$ cat src/shared/ecc_pkg.sv
package ecc_pkg;

  // configuration register location on the internal register port
  localparam logic [11:0] ECC_CFG_OFFSET = 12'h521;
  localparam logic [31:0] ECC_CFG_RESET  = 32'h0000_0000;
  // only documented fields are stored, the rest read as zero
  localparam logic [31:0] ECC_CFG_MASK   = 32'h0000_5F07;

  // field positions
  localparam int ECC_BIT_ENABLE    = 0;
  localparam int ECC_BIT_FORCE     = 1;
  localparam int ECC_BIT_PULSE     = 2;
  localparam int ECC_RATE_LSB      = 8;
  localparam int ECC_RATE_MSB      = 10;
  localparam int ECC_BIT_CLK_SEL   = 11;
  localparam int ECC_BIT_OSC_SEL   = 12;
  localparam int ECC_BIT_OSC_HALT  = 14;

  // reference frequency codes, five supported
  localparam logic [2:0] ECC_RATE_1536K  = 3'h0;
  localparam logic [2:0] ECC_RATE_3072K  = 3'h1;
  localparam logic [2:0] ECC_RATE_6144K  = 3'h2;
  localparam logic [2:0] ECC_RATE_12288K = 3'h3;
  localparam logic [2:0] ECC_RATE_24576K = 3'h4;

  // derived clock domains: converter, mixer, processor, audio port, modulator
  localparam int ECC_NUM_DOMAINS = 5;

endpackage

$ cat src/verilog/ecc_pin_sync.sv
`timescale 1ns/100ps
`default_nettype none

module ecc_pin_sync #(
  parameter int WIDTH = 1
) (
  // clock and reset
  input  wire logic             sys_clk,
  input  wire logic             rst_b,
  // raw pins and their settled levels
  input  wire logic [WIDTH-1:0] pinIn,
  output var  logic [WIDTH-1:0] pinLevel
);

  typedef struct packed {
    logic [WIDTH-1:0] stage1;
    logic [WIDTH-1:0] stage2;
    logic [WIDTH-1:0] stage3;
    logic [WIDTH-1:0] level;
  } ecc_sync_t;

  ecc_sync_t syncReg;
  ecc_sync_t syncNext;

  // stage1 feeds stage2 only; a level counts once stage2 and stage3 agree
  always_comb begin
    syncNext = syncReg;
    syncNext.stage1 = pinIn;
    syncNext.stage2 = syncReg.stage1;
    syncNext.stage3 = syncReg.stage2;
    for (int i = 0; i < WIDTH; i++) begin
      if (syncReg.stage2[i] == syncReg.stage3[i]) begin
        syncNext.level[i] = syncReg.stage3[i];
      end
    end
  end

  always_ff @(posedge sys_clk or negedge rst_b) begin
    if (!rst_b) begin
      syncReg <= '0;
    end else begin
      syncReg <= syncNext;
    end
  end

  assign pinLevel = syncReg.level;

endmodule
`default_nettype wire

$ cat src/verilog/ecc_enable_clock_control.sv
`timescale 1ns/100ps
`default_nettype none

// What this block does
// - Every internal domain tick is derived from the one selected reference clock.
// - Bit 11 of the configuration register selects the master clock pin at 0 and the bit clock at 1.
// - Bits 10:8 declare the reference frequency, and only five codes are legal.
// - After reset shutdown is pin controlled, chosen by bit 1 being 0.
// - In pin level mode the device runs while the pin is high and stops while it is low.
// - With bit 2 set in pin mode each rising pin edge toggles enabled and disabled.
// - With bit 1 set the pin is ignored and bit 0 alone enables the device.
// - In software mode writing 0 to bit 0 disables and writing 1 enables.
// - Disabling never alters the configuration register contents.
// - The power management oscillator stops when bits 12 and 14 are both set.
module ecc_enable_clock_control
  import ecc_pkg::*;
(
  // clock and reset
  input  wire logic        sys_clk,
  input  wire logic        rst_b,
  // register port from the two-wire control decoder
  input  wire logic        regWrEn,
  input  wire logic        regRdEn,
  input  wire logic [11:0] regAddr,
  input  wire logic [31:0] regWrData,
  output var  logic [31:0] regRdData,
  // pins
  input  wire logic        shutdownPin,
  input  wire logic        mclkPin,
  input  wire logic        sclkPin,
  // status and derived clocks
  output var  logic        deviceEnabled,
  output var  logic        refClkSel,
  output var  logic        refClkOut,
  output var  logic [2:0]  clkRateCode,
  output var  logic        clkRateValid,
  output var  logic [ecc_pkg::ECC_NUM_DOMAINS-1:0] domainTick,
  output var  logic        oscRunning
);
  import ecc_pkg::*;

  typedef struct packed {
    logic [31:0]                cfg;
    logic [31:0]                rdData;
    logic                       enabled;
    logic                       stopPrev;
    logic                       refPrev;
    logic                       refOut;
    logic [ECC_NUM_DOMAINS-1:0] ticks;
    logic                       rateValid;
    logic                       oscRun;
  } ecc_state_t;

  ecc_state_t stateReg;
  ecc_state_t stateNext;

  logic [2:0] pinLevel;
  logic       stopLvl;
  logic       mclkLvl;
  logic       sclkLvl;
  logic       stopRise;
  logic       refLvl;
  logic       cfgHit;

  ////////////////////////////////////////////////////////////////////////////
  // pin synchronisers, one bit each for shutdown and both clock pins
  ecc_pin_sync #(
    .WIDTH (3)
  ) u_sync (
    .sys_clk  (sys_clk),
    .rst_b    (rst_b),
    .pinIn    ({sclkPin, mclkPin, shutdownPin}),
    .pinLevel (pinLevel)
  );

  assign stopLvl = pinLevel[0];
  assign mclkLvl = pinLevel[1];
  assign sclkLvl = pinLevel[2];
  assign cfgHit  = (regAddr == ECC_CFG_OFFSET);

  ////////////////////////////////////////////////////////////////////////////
  // next state
  always_comb begin
    stateNext = stateReg;
    stopRise  = stopLvl & ~stateReg.stopPrev; // settled level only, one toggle per edge
    // register write; disabled state keeps the contents as they are
    if (regWrEn && cfgHit) begin
      stateNext.cfg = regWrData & ECC_CFG_MASK;
    end
    // read answer one cycle later, unmapped addresses read zero
    stateNext.rdData = (regRdEn && cfgHit) ? stateReg.cfg : 32'h0000_0000;
    stateNext.stopPrev = stopLvl;
    // shutdown control; software mode wins over the pin
    if (stateReg.cfg[ECC_BIT_FORCE]) begin
      stateNext.enabled = stateReg.cfg[ECC_BIT_ENABLE];
    end else if (stateReg.cfg[ECC_BIT_PULSE]) begin
      if (stopRise) begin
        stateNext.enabled = ~stateReg.enabled;
      end
    end else begin
      stateNext.enabled = stopLvl;
    end
    // reference selection; the pin chosen must be running
    refLvl = stateReg.cfg[ECC_BIT_CLK_SEL] ? sclkLvl : mclkLvl;
    stateNext.refPrev = refLvl;
    stateNext.refOut  = refLvl;
    // all domains tick on the same reference edge, and only while enabled
    stateNext.ticks = {ECC_NUM_DOMAINS{refLvl & ~stateReg.refPrev & stateReg.enabled}};
    // the rate code is only flagged, not corrected, so software sees its mistake
    stateNext.rateValid = (stateReg.cfg[ECC_RATE_MSB:ECC_RATE_LSB] <= ECC_RATE_24576K);
    stateNext.oscRun = ~(stateReg.cfg[ECC_BIT_OSC_SEL] & stateReg.cfg[ECC_BIT_OSC_HALT]);
  end

  ////////////////////////////////////////////////////////////////////////////
  // state register
  always_ff @(posedge sys_clk or negedge rst_b) begin
    if (!rst_b) begin
      stateReg        <= '0;
      stateReg.cfg    <= ECC_CFG_RESET;
      stateReg.oscRun <= 1'b1;
    end else begin
      stateReg <= stateNext;
    end
  end

  ////////////////////////////////////////////////////////////////////////////
  // outputs straight from the state flops
  assign regRdData     = stateReg.rdData;
  assign deviceEnabled = stateReg.enabled;
  assign refClkSel     = stateReg.cfg[ECC_BIT_CLK_SEL];
  assign refClkOut     = stateReg.refOut;
  assign clkRateCode   = stateReg.cfg[ECC_RATE_MSB:ECC_RATE_LSB];
  assign clkRateValid  = stateReg.rateValid;
  assign domainTick    = stateReg.ticks;
  assign oscRunning    = stateReg.oscRun;

endmodule
`default_nettype wire

$ cat config.mk
export PLATFORM = sky130hd
export DESIGN_NAME = ecc_enable_clock_control
export DESIGN_NICKNAME = d
export VERILOG_FILES = /design/src/shared/ecc_pkg.sv /design/src/verilog/ecc_pin_sync.sv /design/src/verilog/ecc_enable_clock_control.sv
export SDC_FILE = /design/constraint.sdc
export NUM_CORES = 1
export LEC_CHECK = 0
export ABC_CLOCK_PERIOD_IN_PS = 1800
export BUFFER_PORTS_ARGS = -buffer_cell sky130_fd_sc_hd__buf_4
export CAP_MARGIN = 10
export CORE_MARGIN = 1
export CORE_UTILIZATION = 30
export CTS_CLUSTER_DIAMETER = 120
export CTS_CLUSTER_SIZE = 30
export DETAILED_ROUTE_END_ITERATION = 10
export GPL_TIMING_DRIVEN = 0
export PLACE_DENSITY_LB_ADDON = 0.1
export SLEW_MARGIN = 0
export SYNTH_ARGS = -nofsm -noshare
export SYNTH_HDL_FRONTEND = slang
export SYNTH_HIERARCHICAL = 1
export SYNTH_SLANG_ARGS = --single-unit
$ cat constraint.sdc
create_clock -name sys_clk -period 1.8 [get_ports sys_clk]
set_clock_uncertainty 0.1 [all_clocks]
set_input_delay 0.27 -clock sys_clk [delete_from_list [all_inputs] [get_ports sys_clk]]
set_output_delay 0.27 -clock sys_clk [all_outputs]
set_load 0.05 [all_outputs]
==> flow_summary.yaml <==
outcome:
  violations: "setup timing"
  status: "finished with violations"
sta:
  period_needed_ns: 1.807
  tightest_slew_ns: 0.5355
  rsz0062_at_grt: "yes"
  finalSetupViolCount: 7
  slew_headroom_pct: 64.03
  fmax_mhz: 553.4
  setup_ws_ns: -0.006933
  post-route-period-util_pct: 100.4
  slew_violations: 0
  whs_ns: 0.1091
  hold_violations: 0
  setup_tns_ns: -0.02889
synth:
  avgSynthCellArea_um2: 13.35
  seq_area_frac_synth_pct: 56.77
  synth-adder-area-share_pct: 2.126
  synth_warnings: 6
  synth-simple-area-share_pct: 8.976
  synthMuxAreaShare_pct: 9.213
  synth_xor_area_share_pct: 0
  synth_compound_area_share_pct: 1.417
  synth_top_family_by_area: "buffers and inverters"
  netlist_area_mm2: 0.001589
  postSynthCellCount: 119
  ys_seq_elements: 36
  synth.distinct_cells: 20
finish:
  drive_gt1_share_pct: 58.91
  layout_commonest_cell: "buf_4"
  antenna_cells: 0
  final_nets: 252
  fin_util_pct: 45.44
  area_growth_pct: 46.06
  fill_cells: 486
  regArea_um2: 902.1
  multi_input_area_um2: 454.2
  layout_common_cells: "89 x buf_4, 35 x dfrtp_1, 23 x conb_1, 9 x and2_1, 9 x mux2_4"
  stdcell_count: 272
cts:
  clock_latency_ns: 0.28
  htree_levels: 2
  cts_buffers: 5
  cts_buffer_depth: 2
  path_clk_slew_ns: 0.07
  post_cts_buffers: 0
  tritoncts: "built"
  cts.sinks: 36
  cts_root_buf: "clkbuf_8"
worst_setup_path:
  r2r_start: "u_sync/pinLevel[2]"
  rr_worst_depth: 3
  crit_arrival_ns: 1.88
  max_stage_delay_ns: 0.55
  path_max_fanout: 9
  path_cells: "buf_6 > or4b_4 > or4_4 > buf_12 > mux2_4"
  end_kind: "flip-flop"
  cpMaxStageDelayCell: "or4b_4"
  worst-r2r-setup-slack_ns: 0.62
  cp.required_ns: 1.87
  reg2reg_to: "domainTick[0]"
  crit_type: "input pin to flip-flop"
  cp-start-kind: "input pin"
  critPathTopFamily: "simple AND/OR/NAND/NOR gates"
  cp_num_buf_inv: 2
floorplan:
  initial_core_util_pct: 31.11
  io_pins: 96
  die_h_um: 74.78
  die_area_mm2: 0.005592
  num_rows: 26
  die_w_um: 74.78
  core-area_mm2: 0.005107
global_route:
  grt_pass1_wl_um: 4215
  globalRouteTotalUtil_pct: 10.61
  gr-usage-met1_pct: 10.89
  busiest_layer: "met2"
  grt_use_met3_pct: 3.079
  met2_usage_pct: 18.82
  grt_pass1_vias: 967
  gr-total-overflow: 0
  grt_max_degree: 37
  antenna_found_initial: 0
route:
  post_drt_wl_per_cell_um: 10.04
  antenna_left: 0
  num_vias: 1005
  firstDrtPassIters: 4
  drtIter0Drc: 12
  avgViaCountPerCell: 3.695
  drc: 0
  drt_wl_total_um: 2730
hold_path:
  holdCritStartpoint: "regWrData[12]"
  min_to: "stateReg[55]"
  hold_depth: 2
  min_path_type: "input pin to flip-flop"
power_and_ir_drop:
  power_density_mw_per_mm2: 809.5
  combinationalPowerShare_pct: 17.6
  p_leak_nw: 1.263
  p_int_mw: 1.374
  power_switching_mw: 0.5049
  seqPwrFrac_pct: 45.3
  vdd_drop_max_mv: 0.3124
  clkPwrFrac_pct: 37.1
  swShare_pct: 26.87
placed_design:
  io_buffers: 49
  gp_congestion: 0.6888
  pre_cts_slack_ns: -0.3358
  place_inst: 260
run:
  max_cap_violations: 0
==> what timing repair did <==
| action | 4_1_cts | 5_1_grt |
|---|---|---|
| endpoints found under the setup margin | 12 | 9 |
| pin swaps | 0 | 0 |
| gates resized for setup | 4 | 2 |
| endpoints found under the hold margin | 38 | 0 |
| gates cloned | 0 | 0 |
| hold buffers | 4 | 0 |
==> state kept, by name (all words and copies together) (netlist names) <==
register         count
clkRateCode          3
clkRateValid         1
deviceEnabled        1
domainTick           1
oscRunning           1
refClkOut            1
refClkSel            1
regRdData            9
stateReg             6
u_sync/pinLevel      3
u_sync/syncNext      6
u_sync/syncReg       3
==> per-stage QoR <==
step / total power [mW] / instance area (um2)
final: 1.879 / 2321
after floorplan: 1.097 / 1679
after CTS: 1.908 / 2313
after detailed placement: 1.189 / 2141
after global routing: 1.972 / 2321
after global placement: 1.184 / 2135
==> how the worst max path moves through the flow <==
stage / from / end / depth (start not counted)
6_report: regAddr[7] / clkRateCode[2] / 5
5_1_grt: regAddr[7] / clkRateCode[2] / 5
4_1_cts: regAddr[7] / clkRateCode[2] / 5
3_5_place_dp: regAddr[11] / regRdData[14] / 4
3_3_place_gp: regAddr[11] / regRdData[10] / 4
2_1_floorplan: regAddr[7] / clkRateCode[0] / 4
==> cell families (layout without fill, tap and decap cells) <==
family / after synthesis / in the layout
compound gates: 4 / 4
fa+ha+maj: 3 / 3
buf+inv: 45 / 106
flops: 36 / 36
mux: 10 / 10
other cells: 1 / 23
simple gates: 20 / 20
==> cell type report <==
type / instances / share of cell area (%)
plain buffers: 44 / 14.77
clock buffers: 5 / 2.965
clock inverters: 3 / 1.833
inverters: 1 / 0.1617
multi-input cells: 60 / 19.57
flip-flops and latches: 36 / 38.87
well taps: 70 / 3.774
repair buffers: 53 / 18.06
==> metal layers <==
metal	wire, um	part of all wire [%]
met1	1023	37
met2	1465	54
met3	172	6.3
met4	68	2.5
met5	0	0
==> Yosys cell counts (all sizes together) <==
cell type,count,area (um2)
buf,44,334.1
dfrtp,35,875.8
mux2,10,146.4
and2,9,56.30
maj3,3,33.78
nand2,3,11.26
nand4b,2,17.52
o21ai,2,10.01
or4b,2,20.02
a21oi,1,5.000
and3b,1,8.760
conb,1,3.750
dfstp,1,26.28
inv,1,3.750
nor4,1,6.260
o31ai,1,7.510
or4,1,11.26
or4bb,1,11.26
==> power groups by stage <==
stage / logic [mW] / registers (mW) / clock network (mW)
6_report: 0.330 / 0.852 / 0.697
3_3_place_gp: 0.317 / 0.867 / 0
4_1_cts: 0.331 / 0.852 / 0.725
3_5_place_dp: 0.321 / 0.868 / 0
5_1_grt: 0.354 / 0.855 / 0.764
2_1_floorplan: 0.214 / 0.883 / 0
Note: power is estimated with default switching activity, not from simulation.
